--- src/shared/vct_pkg.sv ---
`default_nettype none
package vct_pkg;
   // frame geometry: 16 slots of 16 bits
   localparam int unsigned FRAME_BITS = 256;
   localparam int unsigned SLOT_BITS  = 16;
   localparam logic [7:0]  FRAME_SYNC_CNT = 8'hff; // count at which sync is raised
   localparam logic [3:0]  LAST_BIT   = 4'hf;
   localparam logic [3:0]  CTRL_SLOT0 = 4'h0;
   localparam logic [3:0]  CTRL_SLOT1 = 4'h1;
   localparam logic [3:0]  SLOT_BASE  = 4'h2;    // first data slot of device 0
   // sample coding select, bits 7:6 of coding config
   localparam int unsigned CODE_FIELD_LSB = 6;
   localparam logic [1:0]  CODE_LINEAR    = 2'h0;
   localparam logic [1:0]  CODE_MULAW     = 2'h1;
   localparam logic [1:0]  CODE_ALAW      = 2'h2;
   // adc word layout
   localparam int unsigned FLAG_BIT   = 15;
   localparam int unsigned LIN_DV_MSB = 14;
   localparam int unsigned PCM_MSB    = 7;
   // rate select and bit clock divisors
   localparam logic [2:0] RATE_SEL_RST = 3'h0;
   localparam logic [7:0] BCLK_DIV_R0  = 8'h0c;
   localparam logic [7:0] BCLK_DIV_R1  = 8'h10;
   localparam logic [7:0] BCLK_DIV_R2  = 8'h06;
   localparam logic [7:0] BCLK_DIV_R3  = 8'h08;
   // per-channel sample divider
   localparam logic [3:0]  CH_DIV_RST  = 4'h6;
   localparam int unsigned SMP_SHIFT   = 9;       // times 512
   localparam int unsigned SMP_CNT_W   = 13;

   typedef struct packed {
      logic [15:0] lin;
      logic [7:0]  pcm;
   } vct_sample_type;

   typedef enum logic [1:0] {
      VCT_HUNT = 2'b01,
      VCT_RUN  = 2'b10
   } vct_state_type;

   // master clock divisor for the bit clock
   function automatic logic [7:0] vct_bclk_div(input logic [2:0] rate);
      case (rate)
         3'h0:    vct_bclk_div = BCLK_DIV_R0;
         3'h1:    vct_bclk_div = BCLK_DIV_R1;
         3'h2:    vct_bclk_div = BCLK_DIV_R2;
         3'h3:    vct_bclk_div = BCLK_DIV_R3;
         default: vct_bclk_div = BCLK_DIV_R0;
      endcase
   endfunction

   // which codec channel owns a slot: bit0 first, bit1 second
   function automatic logic [1:0] vct_slot_owner(input logic [3:0] slot,
                                                 input logic [1:0] addr);
      logic [3:0] base;
      base = SLOT_BASE + {1'b0, addr, 1'b0};
      if (slot == base)
         vct_slot_owner = 2'b01;
      else if (slot == base + 4'h1)
         vct_slot_owner = 2'b10;
      else
         vct_slot_owner = 2'b00;
   endfunction
endpackage
`default_nettype wire

--- src/rtl/vct_clk_gen.sv ---
`timescale 1ns/1ps
`default_nettype none
module vct_clk_gen
   import vct_pkg::*;
#(
   parameter int unsigned CH_NUM = 2
)(
   input  wire logic                   ref_clk_i,     // master clock
   input  wire logic                   nrst_i,        // sync reset, active low
   input  wire logic [2:0]             rate_sel_i,    // bit clock rate code
   input  wire logic [CH_NUM-1:0][3:0] ch_div_i,      // per-channel divider
   output logic                        bclk_o,        // generated bit clock
   output logic [CH_NUM-1:0]           sample_tick_o  // one pulse per sample
);
   logic [7:0] div_cnt_reg;
   logic [7:0] div_cnt_next;
   logic       bclk_reg;
   logic       bclk_next;
   logic [7:0] half;

   // bit clock: toggles every half divisor; odd divisors are not used
   always_comb
   begin
      half         = vct_bclk_div(rate_sel_i) >> 1;
      div_cnt_next = div_cnt_reg + 8'h01;
      bclk_next    = bclk_reg;
      if (div_cnt_next >= half)
      begin
         div_cnt_next = 8'h00;
         bclk_next    = ~bclk_reg;
      end
   end

   always_ff @(posedge ref_clk_i)
   begin
      if (!nrst_i)
      begin
         div_cnt_reg <= 8'h00;
         bclk_reg    <= 1'b0;
      end
      else
      begin
         div_cnt_reg <= div_cnt_next;
         bclk_reg    <= bclk_next;
      end
   end

   assign bclk_o = bclk_reg;

   // sample strobes: master clock over 512 times the channel divider
   genvar ch;
   generate
      for (ch = 0; ch < CH_NUM; ch++)
      begin : g_smp
         logic [SMP_CNT_W-1:0] cnt_reg;
         logic [SMP_CNT_W-1:0] cnt_next;
         logic                 tick_reg;
         logic                 tick_next;
         logic [SMP_CNT_W-1:0] limit;
         logic [3:0]           div;

         always_comb
         begin
            // a zero divider would wrap the limit, so treat it as one
            div       = (ch_div_i[ch] == 4'h0) ? 4'h1 : ch_div_i[ch];
            limit     = {div, 9'h000} - 13'h0001;
            tick_next = 1'b0;
            cnt_next  = cnt_reg + 13'h0001;
            if (cnt_reg >= limit)
            begin
               cnt_next  = 13'h0000;
               tick_next = 1'b1;
            end
         end

         always_ff @(posedge ref_clk_i)
         begin
            if (!nrst_i)
            begin
               cnt_reg  <= 13'h0000;
               tick_reg <= 1'b0;
            end
            else
            begin
               cnt_reg  <= cnt_next;
               tick_reg <= tick_next;
            end
         end

         assign sample_tick_o[ch] = tick_reg;
      end
   endgenerate
endmodule
`default_nettype wire

--- src/rtl/vct_tdm_port.sv ---
`timescale 1ns/1ps
`default_nettype none
// Behaviour
// flag enabled: data-valid flag sits in adc bit 15, sent first
// linear with flag: 15 data bits, msb at bit 14
// companded: code byte in bits 7..0, other non-flag bits zero
// two-bit coding field picks linear, a-law or mu-law
// linear without flag: full 16-bit sample, msb at bit 15
// companded without flag: upper byte zero, code in lower byte
// dac words decoded as 16-bit linear or low code byte by coding
// address pins pick slot pair 2/3, 4/5, 6/7 or 8/9
// first channel uses lower slot, second the following slot
// up to four devices share a port, eight data slots total
// master pin high: drive sync and bit clock; low: take them in
// system has exactly one master feeding every slave
// stand-alone slave source supplies a permitted clock set
// external bit clock, master clock and sync stay synchronous
// controller loads rate code and dividers before valid data
// sampling rate equals frame sync rate, 8 or 16 kHz
// sync is bit clock over 256; sample rate master clock over 512*I
// master bit clock divisor 12, 16, 6, 8 for codes 0..3
// reset defaults give 8 kHz from 24.576 MHz master clock
// frame of 256 bit clocks, sixteen 16-bit slots, sync marks start
// msb first, transmit on rising edge, receive on falling edge
// serial output driven only in own slots and control slots
module vct_tdm_port
   import vct_pkg::*;
#(
   parameter int unsigned CH_NUM = 2
)(
   input  wire logic                    ref_clk_i,         // master clock
   input  wire logic                    nrst_i,            // sync reset, active low
   input  wire logic                    master_sel_i,      // high: clock master
   input  wire logic                    addr_pin_hi_i,     // device address msb
   input  wire logic                    addr_pin_lo_i,     // device address lsb
   input  wire logic [2:0]              rate_sel_i,        // bit clock rate code
   input  wire logic [CH_NUM-1:0][3:0]  ch_div_i,          // sample dividers
   input  wire logic [1:0]              coding_sel_i,      // linear / mu / a-law
   input  wire logic                    dv_flag_en_i,      // data-valid flag on
   input  wire logic                    ctrl_slot_drive_i, // drive control slots
   input  wire vct_sample_type [CH_NUM-1:0] adc_sample_i,  // samples to send
   input  wire logic [CH_NUM-1:0]       adc_valid_i,       // conversion data valid
   input  wire logic                    bclk_i,            // bit clock pin in
   output logic                         bclk_o,            // bit clock pin out
   output logic                         bclk_oe_o,         // bit clock drive
   input  wire logic                    frame_sync_i,      // sync pin in
   output logic                         frame_sync_o,      // sync pin out
   output logic                         frame_sync_oe_o,   // sync drive
   input  wire logic                    sdin_i,            // serial data in
   output logic                         sdout_o,           // serial data out
   output logic                         sdout_oe_o,        // serial data drive
   output vct_sample_type [CH_NUM-1:0]  dac_sample_o,      // received samples
   output logic [CH_NUM-1:0]            dac_strobe_o,      // new dac word pulse
   output logic [CH_NUM-1:0]            sample_tick_o,     // sample rate strobes
   output logic                         locked_o           // frame sync found
);
   vct_state_type                 state_reg;
   vct_state_type                 state_next;
   logic                          bclk_prev_reg;
   logic                          bclk_prev_next;
   logic [7:0]                    cnt_reg;
   logic [7:0]                    cnt_next;
   logic                          fs_gen_reg;
   logic                          fs_gen_next;
   logic                          sd_reg;
   logic                          sd_next;
   logic                          sd_oe_reg;
   logic                          sd_oe_next;
   logic [15:0]                   rx_sr_reg;
   logic [15:0]                   rx_sr_next;
   logic [CH_NUM-1:0][15:0]       adc_word_reg;
   logic [CH_NUM-1:0][15:0]       adc_word_next;
   vct_sample_type [CH_NUM-1:0]   dac_reg;
   vct_sample_type [CH_NUM-1:0]   dac_next;
   logic [CH_NUM-1:0]             strobe_reg;
   logic [CH_NUM-1:0]             strobe_next;
   logic                          gen_bclk;
   logic                          bclk_cur;
   logic                          fs_cur;
   logic                          rise;
   logic                          fall;
   logic [1:0]                    addr;
   logic [1:0]                    tx_own;
   logic [1:0]                    rx_own;
   logic                          ctrl_slot;
   logic                          drive;
   logic [15:0]                   tx_word;

   // build one adc word from a sample and the current format settings
   function automatic logic [15:0] adc_format(input vct_sample_type s,
                                              input logic vld,
                                              input logic dv_en,
                                              input logic [1:0] code);
      logic [15:0] w;
      w = 16'h0000;
      if (code == CODE_LINEAR)
      begin
         if (dv_en)
            w = {vld, s.lin[15:1]};
         else
            w = s.lin;
      end
      else
      begin
         w[PCM_MSB:0] = s.pcm;
         if (dv_en)
            w[FLAG_BIT] = vld;
      end
      adc_format = w;
   endfunction

   // master clock divider and sample strobes
   vct_clk_gen #(
      .CH_NUM        (CH_NUM)
   ) u_clk_gen (
      .ref_clk_i     (ref_clk_i),
      .nrst_i        (nrst_i),
      .rate_sel_i    (rate_sel_i),
      .ch_div_i      (ch_div_i),
      .bclk_o        (gen_bclk),
      .sample_tick_o (sample_tick_o)
   );

   // pins are synchronous to the master clock, so no synchroniser is used;
   // a bit clock not derived from the master clock breaks this
   always_comb
   begin
      addr     = {addr_pin_hi_i, addr_pin_lo_i};
      bclk_cur = master_sel_i ? gen_bclk : bclk_i;
      fs_cur   = master_sel_i ? fs_gen_reg : frame_sync_i;
      rise     = bclk_cur & ~bclk_prev_reg;
      fall     = ~bclk_cur & bclk_prev_reg;
      bclk_prev_next = bclk_cur;
   end

   // transmit side: bit counter, frame sync and serial out on rising edges
   always_comb
   begin
      state_next    = state_reg;
      cnt_next      = cnt_reg;
      fs_gen_next   = fs_gen_reg;
      sd_next       = sd_reg;
      sd_oe_next    = sd_oe_reg;
      adc_word_next = adc_word_reg;
      tx_own        = 2'b00;
      ctrl_slot     = 1'b0;
      drive         = 1'b0;
      tx_word       = 16'h0000;
      if (rise)
      begin
         if (fs_cur)
         begin
            cnt_next   = 8'h00;
            state_next = VCT_RUN;
            // latch all channels at once so a frame carries one sample set
            for (int c = 0; c < CH_NUM; c++)
               adc_word_next[c] = adc_format(adc_sample_i[c], adc_valid_i[c],
                                             dv_flag_en_i, coding_sel_i);
         end
         else
         begin
            cnt_next = cnt_reg + 8'h01;
         end
         // sync once per 256 bit clocks, so the sample rate is the frame rate
         fs_gen_next = (cnt_next == FRAME_SYNC_CNT);
         tx_own    = vct_slot_owner(cnt_next[7:4], addr);
         ctrl_slot = (cnt_next[7:4] == CTRL_SLOT0) || (cnt_next[7:4] == CTRL_SLOT1);
         if (tx_own[0])
            tx_word = adc_word_next[0];
         else if (tx_own[1])
            tx_word = adc_word_next[1];
         drive = (state_next == VCT_RUN) &&
                 ((tx_own != 2'b00) || (ctrl_slot && ctrl_slot_drive_i));
         sd_oe_next = drive;
         sd_next    = drive & tx_word[LAST_BIT - cnt_next[3:0]];
      end
   end

   // receive side: shift on falling edges, hand over at slot end
   always_comb
   begin
      rx_sr_next  = rx_sr_reg;
      dac_next    = dac_reg;
      strobe_next = '0;
      rx_own      = vct_slot_owner(cnt_reg[7:4], addr);
      if (fall)
      begin
         rx_sr_next = {rx_sr_reg[14:0], sdin_i};
         if ((state_reg == VCT_RUN) && (cnt_reg[3:0] == LAST_BIT))
         begin
            for (int c = 0; c < CH_NUM; c++)
            begin
               if (rx_own[c])
               begin
                  // companded words use only the low byte, the rest is ignored
                  if (coding_sel_i == CODE_LINEAR)
                  begin
                     dac_next[c].lin = rx_sr_next;
                     dac_next[c].pcm = 8'h00;
                  end
                  else
                  begin
                     dac_next[c].lin = 16'h0000;
                     dac_next[c].pcm = rx_sr_next[PCM_MSB:0];
                  end
                  strobe_next[c] = 1'b1;
               end
            end
         end
      end
   end

   always_ff @(posedge ref_clk_i)
   begin
      if (!nrst_i)
      begin
         state_reg     <= VCT_HUNT;
         bclk_prev_reg <= 1'b0;
         cnt_reg       <= 8'h00;
         fs_gen_reg    <= 1'b0;
         sd_reg        <= 1'b0;
         sd_oe_reg     <= 1'b0;
         rx_sr_reg     <= 16'h0000;
         adc_word_reg  <= '0;
         dac_reg       <= '0;
         strobe_reg    <= '0;
      end
      else
      begin
         state_reg     <= state_next;
         bclk_prev_reg <= bclk_prev_next;
         cnt_reg       <= cnt_next;
         fs_gen_reg    <= fs_gen_next;
         sd_reg        <= sd_next;
         sd_oe_reg     <= sd_oe_next;
         rx_sr_reg     <= rx_sr_next;
         adc_word_reg  <= adc_word_next;
         dac_reg       <= dac_next;
         strobe_reg    <= strobe_next;
      end
   end

   // clock pins are driven only as master
   assign bclk_o          = gen_bclk;
   assign bclk_oe_o       = master_sel_i;
   assign frame_sync_o    = fs_gen_reg;
   assign frame_sync_oe_o = master_sel_i;
   assign sdout_o         = sd_reg;
   assign sdout_oe_o      = sd_oe_reg;
   assign dac_sample_o    = dac_reg;
   assign dac_strobe_o    = strobe_reg;
   assign locked_o        = (state_reg == VCT_RUN);
endmodule
`default_nettype wire

--- config.mk ---
export PLATFORM = sky130hd
export DESIGN_NAME = vct_tdm_port
export DESIGN_NICKNAME = d
export VERILOG_FILES = /design/src/shared/vct_pkg.sv /design/src/rtl/vct_clk_gen.sv /design/src/rtl/vct_tdm_port.sv
export SDC_FILE = /design/constraint.sdc
export NUM_CORES = 1
export LEC_CHECK = 0
export CAP_MARGIN = 30
export CORE_MARGIN = 3
export CORE_UTILIZATION = 50
export DETAILED_ROUTE_END_ITERATION = 7
export DONT_BUFFER_PORTS = 1
export PLACE_DENSITY = 0.62
export SLEW_MARGIN = 20
export SYNTH_ARGS = -nofsm -noshare
export SYNTH_HDL_FRONTEND = slang
export SYNTH_HIERARCHICAL = 1
export SYNTH_SLANG_ARGS = --single-unit
--- constraint.sdc ---
create_clock -name ref_clk_i -period 8.29 [get_ports ref_clk_i]
set_input_delay 0.829 -clock ref_clk_i [delete_from_list [all_inputs] [get_ports ref_clk_i]]
set_output_delay 0.829 -clock ref_clk_i [all_outputs]
set_load 0.02 [all_outputs]
======== After elaboration in Yosys (flattened, before gate mapping) ========
Index checks and enable logic that the tools add are counted.
cells by class
  $lt $le $gt $ge ......................... 4
  bitwise logic cells ..................... 7
  equality and inequality tests ........... 12
  muxes and demuxes ....................... 35
  $add $sub $neg .......................... 9
  reductions and logical operators ........ 16
operator list
  operator                                                              count
  16-bit two-way mux                                                    5
  32-bit two-way mux                                                    1
  8-bit two-way mux                                                     4
  13-bit by 1-bit adder with 13-bit output, second input constant       2
  13-bit >= comparator                                                  2
  13-bit by 1-bit subtractor with 13-bit output, second input constant  2
  24-bit two-way mux                                                    1
  8-bit by 1-bit adder with 8-bit output, second input constant         2
  4-bit == test                                                         4
  5-bit case mux with 3 select lines                                    1
  2-bit two-way mux                                                     7
  7-bit two-way mux                                                     2
  4-bit logical NOT                                                     3
  1-bit two-way mux                                                     11
  3-bit AND reduction                                                   3
  8-bit == test, second input constant                                  1
  8-bit by 4-bit >= comparator with 1-bit output                        1
  4-bit two-way mux                                                     2
  3-bit by 2-bit == test with 1-bit output, second input constant       2
  2-bit OR reduction                                                    3
  4-bit by 5-bit < comparator with 1-bit output, second input constant  1
  2-bit by 3-bit adder with 4-bit output, first input constant          1
  4-bit by 1-bit adder with 4-bit output, second input constant         1
  1-bit binary-select mux with 4-bit select                             1
  11 further kinds                                                      20
word-level totals
  output and inout port bits .............. 59
  register bits after elaboration ......... 148
  logic and storage cells ................. 103

======== Logic depth before layout (Yosys ltp) ========
Gate-level depths: netlist (run 1).
  depth in word-level cells ............... 13
  depth in mapped cells ................... 12

======== Modules after synthesis ========
Netlist (run 1), hierarchy kept.
by module, submodules not included
  module        area each (um^2)  cells an instance  seq. area each (um^2)  instances
  vct_tdm_port  5163.7            666                2222.1                 1
  vct_clk_gen   1883.1            203                740.7                  1

======== Least setup slack after synthesis (run 1) ========
OpenSTA, ideal clock, no wires.
  path kind ............................... in2reg
  start ................................... input master_sel_i
  end ..................................... register sd_reg, in the netlist sdout_o
  path buffers ............................ 0
  path slack .............................. 5.486 ns
  stages .................................. 8
  data required time ...................... 8.161 ns
  data arrival time ....................... 2.675 ns
  path through ............................ mux2_2 > a21oi_2 > xnor2_2 > nand4b_4 > mux4_2 > and3_4 > nor4b_2 > a211oi_2
on the way
  word-level cells in the longest chain between the ends .. 13
ends and longest elaborated chain
  what                                       RTL line             source
  start, declared                            vct_tdm_port.sv:33   input wire logic master_sel_i,
  1-bit two-way mux                          vct_tdm_port.sv:130  fs_cur = master_sel_i ? fs_gen_reg : frame_sync_i;
  8-bit two-way mux                          vct_tdm_port.sv:151  if (fs_cur)
  8-bit two-way mux                          vct_tdm_port.sv:149  if (rise)
  4-bit == test                              vct_pkg.sv:59        else if (slot == base + 4'h1)
  2-bit two-way mux                          vct_pkg.sv:59
  2-bit two-way mux                          vct_pkg.sv:57        if (slot == base)
  2-bit two-way mux                          vct_tdm_port.sv:149
  16-bit two-way mux                         vct_tdm_port.sv:170  else if (tx_own[1])
  16-bit two-way mux                         vct_tdm_port.sv:168  if (tx_own[0])
  16-bit two-way mux                         vct_tdm_port.sv:149
  1-bit binary-select mux with 4-bit select  vct_tdm_port.sv:175  sd_next = drive & tx_word[LAST_BIT - cnt_next[3:0]];
  1-bit two-way mux (not written as such)    vct_tdm_port.sv:175
  1-bit AND                                  vct_tdm_port.sv:175
  end signal, assigned                       vct_tdm_port.sv:234  sd_reg <= sd_next;
  end, declared                              vct_tdm_port.sv:65   logic sd_reg;
Parallel ways exist; a longest one is shown, timed or not. The select of a mux whose other input is x is not followed.
A chain may end at the register's enable or synchronous reset.

======== Worst setup path after layout (run 1) ========
  start ................................... register cnt_reg[0]
  end ..................................... register sd_reg, in the netlist sdout_o
on the way
  word-level cells in the longest chain between the ends .. 13
ends and longest elaborated chain
  what                                       RTL line             source
  start, declared                            vct_tdm_port.sv:61   logic [7:0] cnt_reg;
  start signal, assigned                     vct_tdm_port.sv:232  cnt_reg <= cnt_next;
  8-bit by 1-bit adder with 8-bit output *   vct_tdm_port.sv:162  cnt_next = cnt_reg + 8'h01;
  8-bit two-way mux *                        vct_tdm_port.sv:151
  8-bit two-way mux *                        vct_tdm_port.sv:149
  4-bit == test                              vct_pkg.sv:59
  2-bit two-way mux                          vct_pkg.sv:59
  2-bit two-way mux                          vct_pkg.sv:57
  2-bit two-way mux                          vct_tdm_port.sv:149
  16-bit two-way mux                         vct_tdm_port.sv:170
  16-bit two-way mux                         vct_tdm_port.sv:168
  16-bit two-way mux                         vct_tdm_port.sv:149
  1-bit binary-select mux with 4-bit select  vct_tdm_port.sv:175
  1-bit two-way mux (not written as such)    vct_tdm_port.sv:175
  1-bit AND *                                vct_tdm_port.sv:175
Every way passes the cells marked *; elsewhere a longest branch is shown, timed or not. The select of a mux whose other input is x is not followed.

==> reports/results.ini, run 1 <==
[global_routing]
gr-total-overflow = 0
grt_pass1_wl_mm = 26.16
track_usage = 0.2002
antenna_found_initial = 0
grt_start_max_net_pins = 59
grt_pass1_vias = 5451

[sta]
rsz0062_at_grt = no
slew_violations = 0
tightest_slew_ns = 0.7645
finalWorstSetupSlack_ns = 4.697
fmax_mhz = 278.3
whs_ns = 0.4406
final.period_utilization = 0.4335
tns_ns = 0
hold_viol = 0
slew_headroom = 0.4896
setup_viol = 0
fin_skew_ns = 0.01173
fin_crit_ns = 3.593

[final_layout]
stdcell_count = 1031
drive_gt1_frac = 0.08304
final_nets = 935
final_common_cell = nor2_1
diodes = 0
syn_to_final_growth_pct = 8.967
largest_register_ffs = 48
final_cell_mix = nor2_1, dfxtp_1, nand2_1
fill_cells = 1260

[placed_design]
dp.cells = 999
portBuffers = 0
gp_congestion = 0.8340
dpl.hpwl_mm = 11.03
dp_slack_ns = 4.743

[die]
start_util = 0.5218
die_h_um = 124.7
die_area_um2 = 15550
core_area_um2 = 13510
die_w_um = 124.7
ioPinCount = 132
num_rows = 42

[clock_tree]
clkTransAtPathRegs_ns = 0.06
cts_tree = done
clk_latency_ns = 0.41
clock_sinks = 148
htreeDepth = 4
cts-buffers-inserted = 17
clock_path_buffers = 2
holdBufCountCts = 0
clockRootBuffer = clkbuf_16
postCtsResizedCells = 0
postCtsSetupBuffers = 0

[route]
drtAntennaViolNets = 0
dr.first_iter.drc_count = 309
routed_wl_mm = 15.45
wire_per_inst_um = 14.98
wl_met1_mm = 6.939
via_count = 5636
drc = 0
met3_length_um = 757
firstDrtPassIters = 4
highest_layer = met4
viasPerCell = 5.467
route.met2.wl_mm = 7.527

[critical_path]
cp-end-kind = flip-flop
r2r_slack_ns = 4.70
cp_num_buf_inv = 0
crit_type = reg -> reg
worst_ep_arrival_time_ns = 3.88
crit_path_max_incr_delay_ns = 0.81
required_ns = 8.58
crit_chain = ha_1 -> nand3_1 -> or3_1 -> a21oi_2 -> xnor2_2 -> nand4b_4 -> mux4_2 -> and3_4 -> nor4b_2 -> a211oi_2
cpMaxStageDelayCell = dfxtp_1
crit_family = simple AND/OR/NAND/NOR gates
worst_setup_path_start_kind = flip-flop
cp_max_fo = 19

[power_and_ir_drop]
p_per_area_nw_per_um2 = 203.9
ir_drop_mv = 0.1305
leakagePower_nw = 2.827

[synth]
synth_area_um2 = 7047
synth_edf_count = 0
ys_types = 62
synth-seq-cells = 148
yosysWarnings = 6
ys_seq_area_frac = 0.4205
syn_avg_cell_area_um2 = 8.109
synth_ff_type = dfxtp_1
synthArstFlopShare = 0
synth_cells = 869

[worst_hold_path]
hp-class = reg -> reg

[outcome]
status = finished, final reports clean

[run]
cap_viol_max_count = 0

## worst paths after layout
check,depth (start not counted),endpoint,start
max,10,sdout_o,cnt_reg[0]
min,1,u_clk_gen/div_cnt_reg[0],u_clk_gen/div_cnt_reg[7]
max reg2reg,10,sdout_o,cnt_reg[0]
min reg2reg,1,u_clk_gen/div_cnt_reg[0],u_clk_gen/div_cnt_reg[7]
## stage by stage
step | utilization | total power, W | area [um^2]
floorplan | - | 0.0008311 | 7058
global placement | 0.5241 | 0.0008394 | 7078
detailed placement | 0.5256 | 0.0008434 | 7098
CTS | 0.5682 | 0.001584 | 7674
global route | 0.5686 | 0.001632 | 7679
finish | 0.5686 | 0.001566 | 7679
## power by group
part	switching, W	leakage (nW)	internal (W)
logic	0.0000580	1.35	0.0000375
registers	0.0000107	1.20	0.000721
clock network	0.000288	0.276	0.000450
total	0.000357	2.83	0.00121
## area by class of cell
class	instances	area [um^2]	share of cell area
Timing Repair Buffer	8	70.07	0.009125
Inverter	10	37.54	0.004888
Clock buffer	20	446.7	0.05817
Tap cell	176	220.2	0.02868
Multi-Input combinational cell	658	3812	0.4965
Sequential cell	148	2963	0.3859
Clock inverter	11	128.9	0.01678
## metal layers
| metal | GRT usage | vias to the layer above |
|---|---|---|
| li1 | - | 2889 |
| met1 | 0.2493 | 2602 |
| met2 | 0.3368 | 128 |
| met3 | 0.04846 | 17 |
| met4 | 0.07221 | 0 |
| met5 | 0 | - |
## cell families (layout without fill, tap and decap cells)
group	after synthesis	in the layout	synth area share
AND/OR/NAND/NOR	386	386	0.2385
buffers and inverters	66	49	0.04119
XOR/XNOR	38	38	0.05043
flip-flops	148	148	0.4205
adder cells (fa/ha/maj)	19	19	0.03374
other	1	4	0.0005322
multiplexers	47	47	0.07138
AO/OA/AOI/OAI	164	164	0.1438
## cells in the mapped netlist, types with 2 or more instances
cell       instances  area (um^2)
a2111oi_2          2        30.03
a211oi_1           3        22.52
a211oi_2           3        37.54
a21o_1             6        45.04
a21oi_1          106        530.5
a21oi_2            2        17.52
a311oi_1           2        17.52
a31oi_1            2        12.51
and2_1             2        12.51
and3_1             9        56.30
buf_1              2        7.510
buf_4              5        37.54
buf_6              3        33.78
clkbuf_1          45        168.9
dfxtp_1          148         2963
ha_1              19        237.7
inv_1              9        33.78
mux2_2             5        56.30
mux2i_1           39        390.4
mux4_2             2        45.04
nand2_1          132        495.5
nand2_2            2        12.51
nand2b_1           3        18.77
nand3_1           21        105.1
nand3_2            2        20.02
nand4_1            5        31.28
nor2_1           164        615.6
nor2b_1            7        43.79
nor3_1            22        110.1
o211ai_1          17        127.6
o21a_1             3        22.52
o21ai_0            9        45.04
o31ai_1            2        15.01
or2_2              3        18.77
or3_1              2        12.51
xnor2_1           14        122.6
xnor2_2            2        32.53
xor2_1            21        183.9
Power figures use the tool's default switching activity.
==> run 2: changes to the inputs <==
--- a/config.mk
+++ b/config.mk
@@ -10,7 +10,7 @@
 export CORE_UTILIZATION = 50
 export DETAILED_ROUTE_END_ITERATION = 7
 export DONT_BUFFER_PORTS = 1
-export PLACE_DENSITY = 0.62
+export PLACE_DENSITY = 0.65
 export SLEW_MARGIN = 20
 export SYNTH_ARGS = -nofsm -noshare
 export SYNTH_HDL_FRONTEND = slang
==> constraint.sdc (replaced) <==
create_clock -name ref_clk_i -period 3.3 [get_ports ref_clk_i]
set_input_delay 0.33 -clock ref_clk_i [delete_from_list [all_inputs] [get_ports ref_clk_i]]
set_output_delay 0.33 -clock ref_clk_i [all_outputs]
set_load 0.02 [all_outputs]
==> run 2 against run 1 <==
Core utilization increased by 0.53 points. Sequential power increased to 2.5 times the previous value. Cell area increased by 0.93%. Wire length increased by 1.3%. Critical path type unchanged. Critical endpoint unchanged. Largest power group unchanged.
==> reports/results.ini, run 2 (synthesized netlist as in run 1, its figures left out) <==
[route]
drtAntennaViolNets = 0  ; unchanged
routed_wl_mm = 15.66  ; +1.3%
via_count = 5702  ; +1.2%
viasPerCell = 5.504  ; +0.68%
wire_per_inst_um = 15.11  ; +0.85%
drc = 0  ; unchanged
firstDrtPassIters = 5  ; +1
dr.first_iter.drc_count = 375  ; +21%

[final_layout]
final_cell_mix = nor2_1, dfxtp_1, nand2_1
syn_to_final_growth_pct = 9.979
multi_input_area_um2 = 3812  ; unchanged
register_area_um2 = 2963  ; unchanged
final_common_cell = nor2_1
diodes = 0  ; unchanged
fill_cells = 1246  ; -1.1%
drive_gt1_frac = 0.08605  ; +0.003006
final_nets = 939  ; +0.43%
largest_register_ffs = 48  ; unchanged

[sta]
whs_ns = 0.04630  ; -0.3943 ns
finalWorstSetupSlack_ns = 0.2321  ; -4.465 ns
slew_headroom = 0.5945  ; +0.1048
tns_ns = 0  ; unchanged
fin_crit_ns = 3.068  ; -0.5255 ns
final.period_utilization = 0.9297  ; +0.4962
fmax_mhz = 326.0  ; +17%
hold_viol = 0  ; unchanged
slew_violations = 0  ; unchanged
tightest_slew_ns = 0.6074  ; -0.1571 ns
setup_viol = 0  ; unchanged
fin_skew_ns = 0.01277  ; +0.001042 ns
rsz0062_at_grt = no

[clock_tree]
cts_tree = done
htreeDepth = 4  ; unchanged
postCtsResizedCells = 0  ; unchanged
clock_path_buffers = 2  ; unchanged
clock_sinks = 148  ; unchanged
clkTransAtPathRegs_ns = 0.06  ; about the same
clk_latency_ns = 0.42  ; about the same
cts-buffers-inserted = 17  ; unchanged
clockRootBuffer = clkbuf_16
postCtsSetupBuffers = 0  ; unchanged

[die]
num_rows = 42  ; unchanged
ioPinCount = 132  ; unchanged
start_util = 0.5218  ; unchanged
die_h_um = 124.7  ; unchanged
die_w_um = 124.7  ; unchanged
die_area_um2 = 15550  ; unchanged
core_area_um2 = 13510  ; unchanged

[worst_hold_path]
hp-class = in -> reg

[critical_path]
crit_type = reg -> reg
worst_setup_path_start_kind = flip-flop
cp_max_fo = 13  ; -6
cpMaxStageDelayCell = dfxtp_1
r2r-end = sdout_o
worst_ep_arrival_time_ns = 3.36  ; -0.52 ns
crit-reg2reg-launch = cnt_reg[1]
crit_path_max_incr_delay_ns = 0.37  ; -0.44 ns
rr_worst_depth = 10  ; unchanged
crit_chain = ha_1 -> nand3_1 -> or3_1 -> a21oi_2 -> xnor2_2 -> nand4b_4 -> mux2_2 -> o31a_1 -> a311oi_1 -> a211oi_2
r2r_slack_ns = 0.23  ; -4.46 ns
required_ns = 3.60  ; -4.98 ns
cp-end-kind = flip-flop
startpoint = cnt_reg[1]
cp-endpoint = sdout_o

[global_routing]
gr-total-overflow = 0  ; unchanged
antenna_found_initial = 0  ; unchanged
track_usage = 0.2003  ; about the same
grt_pass1_vias = 5513  ; +1.1%
grt_start_max_net_pins = 76  ; +29%
grt_pass1_wl_mm = 26.25  ; +0.34%

[power_and_ir_drop]
leakagePower_nw = 2.859  ; +1.1%
p_per_area_nw_per_um2 = 525.1  ; +160%
ir_drop_mv = 0.3292  ; +150%

[run]
cap_viol_max_count = 0  ; unchanged

[placed_design]
portBuffers = 0  ; unchanged
gp_congestion = 0.8717  ; +4.5%
dpl.hpwl_mm = 11.02  ; about the same
dp_slack_ns = 0.3055  ; -4.438 ns

[outcome]
status = finished, final reports clean

run 2: worst max-delay path, delay by kind of cell, from the launching register on:
family / cells / cell delay, ns
flip-flops: 1 / 0.37
multiplexers: 1 / 0.37
XOR/XNOR: 1 / 0.18
adder cells (fa/ha/maj): 1 / 0.29
AND/OR/NAND/NOR: 3 / 0.75
AO/OA/AOI/OAI: 4 / 0.98
run 2: power by group:
part / switching, W / internal (W)
logic: 0.000155 / 0.0000985
registers: 0.0000208 / 0.00181
clock network: 0.000746 / 0.00124
total: 0.000922 / 0.00315
run 2: worst min-delay path by stage:
stage	depth (start not counted)	slack [ns]	to	start
CTS	2	0.02	u_clk_gen/div_cnt_reg[0]	nrst_i
floorplan	1	0.39	state_reg[0]	nrst_i
global placement	1	0.40	state_reg[0]	nrst_i
detailed placement	1	0.40	state_reg[0]	nrst_i
global route	1	0.03	u_clk_gen/bclk_o	nrst_i
finish	2	0.05	rx_sr_reg[0]	sdin_i
run 2: timing repair:
action                                  in CTS  in global routing
hold buffers                                 1                  0
endpoints found under the hold margin        1                  0
endpoints found under the setup margin       0                  0
run 2: per-stage QoR:
step | cell area, um^2 | total power [W] | cells | util
final | 7750 | 0.004070 | 1036 | 0.5738
after global routing | 7750 | 0.004222 | 1036 | 0.5738
after CTS | 7750 | 0.004108 | 1036 | 0.5738
after detailed placement | 7128 | 0.002125 | 1003 | 0.5278
after global placement | 7128 | 0.002116 | 1003 | 0.5278
after floorplan | 7058 | 0.002088 | 872 | -
run 2: final cells by class:
cell class / count / area share
Inverter: 10 / 0.004843
Sequential cell: 148 / 0.3823
Timing Repair Buffer: 12 / 0.01356
Tap cell: 176 / 0.02841
Clock inverter: 10 / 0.01905
Multi-Input combinational cell: 658 / 0.4919
Clock buffer: 22 / 0.05990
run 2: layer usage:
layer	vias to the layer above	wire length (um)	global-route usage
met4	0	195	0.06899
met5	-	0	0
met1	2632	7012	0.2503
met3	17	807	0.04117
met2	157	7641	0.3432
li1	2896	-	-
==> run 3: changes to the inputs <==
--- a/config.mk
+++ b/config.mk
@@ -10,7 +10,7 @@
 export CORE_UTILIZATION = 50
 export DETAILED_ROUTE_END_ITERATION = 7
 export DONT_BUFFER_PORTS = 1
-export PLACE_DENSITY = 0.65
+export PLACE_DENSITY = 0.62
 export SLEW_MARGIN = 20
 export SYNTH_ARGS = -nofsm -noshare
 export SYNTH_HDL_FRONTEND = slang
==> constraint.sdc (replaced) <==
create_clock -name ref_clk_i -period 3 [get_ports ref_clk_i]
set_input_delay 0.3 -clock ref_clk_i [delete_from_list [all_inputs] [get_ports ref_clk_i]]
set_output_delay 0.3 -clock ref_clk_i [all_outputs]
set_load 0.02 [all_outputs]
==> run 3 against run 2 <==
Count of clock-buffer cells in the layout decreased by 4. First-iteration DRC count shrank 8.0%. Clock power rose by 4%. Clock skew fell by 0.0010 ns.
==> reports/results.ini, run 3 (synthesized netlist as in run 1, its figures left out) <==
[outcome]
status = finished, final reports clean

[sta]
setup_viol = 0  ; unchanged
finalWorstSetupSlack_ns = 0.1476  ; -0.08452 ns
tns_ns = 0  ; unchanged
fmax_mhz = 350.6  ; +7.6%
slew_headroom = 0.4841  ; -0.1104
rsz0062_at_grt = no
fin_crit_ns = 2.852  ; -0.2155 ns
fin_skew_ns = 0.01174  ; -0.001031 ns
final.period_utilization = 0.9508  ; +0.02114
hold_viol = 0  ; unchanged
tightest_slew_ns = 0.7727  ; +0.1653 ns
slew_violations = 0  ; unchanged

[die]
die_h_um = 124.7  ; unchanged
ioPinCount = 132  ; unchanged
die_w_um = 124.7  ; unchanged
start_util = 0.5218  ; unchanged
core_area_um2 = 13510  ; unchanged
num_rows = 42  ; unchanged
die_area_um2 = 15550  ; unchanged

[clock_tree]
clockRootBuffer = clkbuf_16
postCtsSetupBuffers = 0  ; unchanged
clock_path_buffers = 2  ; unchanged
htreeDepth = 4  ; unchanged
clock_sinks = 148  ; unchanged
cts-buffers-inserted = 17  ; unchanged
clk_latency_ns = 0.43  ; about the same
cts_tree = done
clkTransAtPathRegs_ns = 0.06  ; about the same

[critical_path]
crit_type = reg -> reg
crit-reg2reg-launch = cnt_reg[0]
r2r_slack_ns = 0.15  ; -0.08 ns
worst_setup_path_start_kind = flip-flop
worst_ep_arrival_time_ns = 3.16  ; -0.20 ns
rr_worst_depth = 10  ; unchanged
cp-end-kind = flip-flop
cp_max_fo = 8  ; -5
r2r-end = sdout_o
required_ns = 3.31  ; -0.29 ns

[global_routing]
grt_pass1_wl_mm = 26.91  ; +2.5%
gr-total-overflow = 0  ; unchanged
track_usage = 0.2071  ; +0.006755
antenna_found_initial = 0  ; unchanged
grt_pass1_vias = 5668  ; +2.8%
grt_start_max_net_pins = 66  ; -13%

[placed_design]
dpl_cell_area_um2 = 7166  ; +0.53%
portBuffers = 0  ; unchanged
dpl.hpwl_mm = 11.31  ; +2.6%
gp_congestion = 0.8722  ; about the same
dp_slack_ns = 0.1199  ; -0.1855 ns

[route]
wire_per_inst_um = 15.26  ; +0.98%
viasPerCell = 5.519  ; +0.27%
dr.first_iter.drc_count = 345  ; -8.0%
drtAntennaViolNets = 0  ; unchanged
routed_wl_mm = 15.89  ; +1.5%
via_count = 5745  ; +0.75%
drc = 0  ; unchanged
firstDrtPassIters = 5  ; unchanged

[final_layout]
diodes = 0  ; unchanged
largest_register_ffs = 48  ; unchanged
final_nets = 944  ; +0.53%
fin_area_um2 = 7770  ; +0.26%
fill_cells = 1261  ; +1.2%
register_area_um2 = 2964  ; about the same
post-route-util = 0.5753  ; +0.001483
final_cell_mix = nor2_1, dfxtp_1, nand2_1
final_common_cell = nor2_1
multi_input_area_um2 = 3826  ; +0.36%
drive_gt1_frac = 0.09711  ; +0.01106
syn_to_final_growth_pct = 10.26

[power_and_ir_drop]
total_power_w = 0.004363  ; +7.2%
leakagePower_nw = 2.886  ; +0.95%
p_per_area_nw_per_um2 = 561.5  ; +6.9%
ir_drop_mv = 0.3943  ; +20%

[run]
cap_viol_max_count = 0  ; unchanged

[worst_hold_path]
whs_endpoint = u_clk_gen/g_smp[1].tick_reg
hold_path.startpoint = nrst_i
hold_path_depth = 1  ; -1
hp-class = in -> reg

==> run 3: power breakdown <==
group | internal (W) | switching, W | leakage [nW] | total [W]
Clock | 0.00119 | 0.000876 | 0.286 | 0.00206
Sequential | 0.00199 | 0.0000233 | 1.20 | 0.00202
Combinational | 0.000111 | 0.000172 | 1.40 | 0.000283
==> run 3: worst max-delay path by stage <==
stage | start | to | slack (ns) | cells past startpoint
floorplan | cnt_reg[1] | sdout_o | 0.39 | 10
global placement | cnt_reg[0] | sdout_o | 0.26 | 11
detailed placement | cnt_reg[0] | sdout_o | 0.12 | 11
CTS | cnt_reg[0] | sdout_o | 0.12 | 11
global route | cnt_reg[0] | sdout_o | 0.03 | 11
finish | cnt_reg[0] | sdout_o | 0.15 | 10
==> run 3: area by class of cell <==
cell class                 count  area share
multi-input combinational    658      0.4924
tap                          176     0.02834
clock inverter                14     0.01804
inverter                      10    0.004831
clock buffer                  18     0.05652
sequential                   148      0.3815
timing repair buffer          17     0.01836
==> run 3: critical path, cell delays in order (launching register included) <==
cell and delay, ns:
dfxtp_1 0.39, ha_1 0.19, nand3_1 0.09, or3_1 0.38, a21oi_4 0.25, xnor2_2 0.17
nand4b_4 0.23, mux4_2 0.49, and3_4 0.19, nor4b_2 0.29, a211oi_2 0.05
==> run 3: what timing repair did <==
action / CTS / global route
endpoints found under the setup margin: 0 / 1
hold buffers: 1 / 0
hold endpoints to repair: 4 / 0
gates resized for setup: 0 / 3
==> run 3: per-stage QoR <==
stage	hold WS, ns	cells
after floorplan	0.3619	872
after global placement	0.3695	1008
after detailed placement	0.3775	1008
after CTS	0.001342	1041
after global routing	0.01144	1041
final	0.02124	1041
==> run 3: per-layer routing <==
metal | routed length (um) | global-route usage | share of wire | up-vias
li1 | - | - | - | 2915
met1 | 6849 | 0.2532 | 0.43 | 2674
met2 | 7857 | 0.3508 | 0.49 | 131
met3 | 903 | 0.05575 | 0.057 | 25
met4 | 275 | 0.07286 | 0.017 | 0
met5 | 0 | 0 | 0 | -
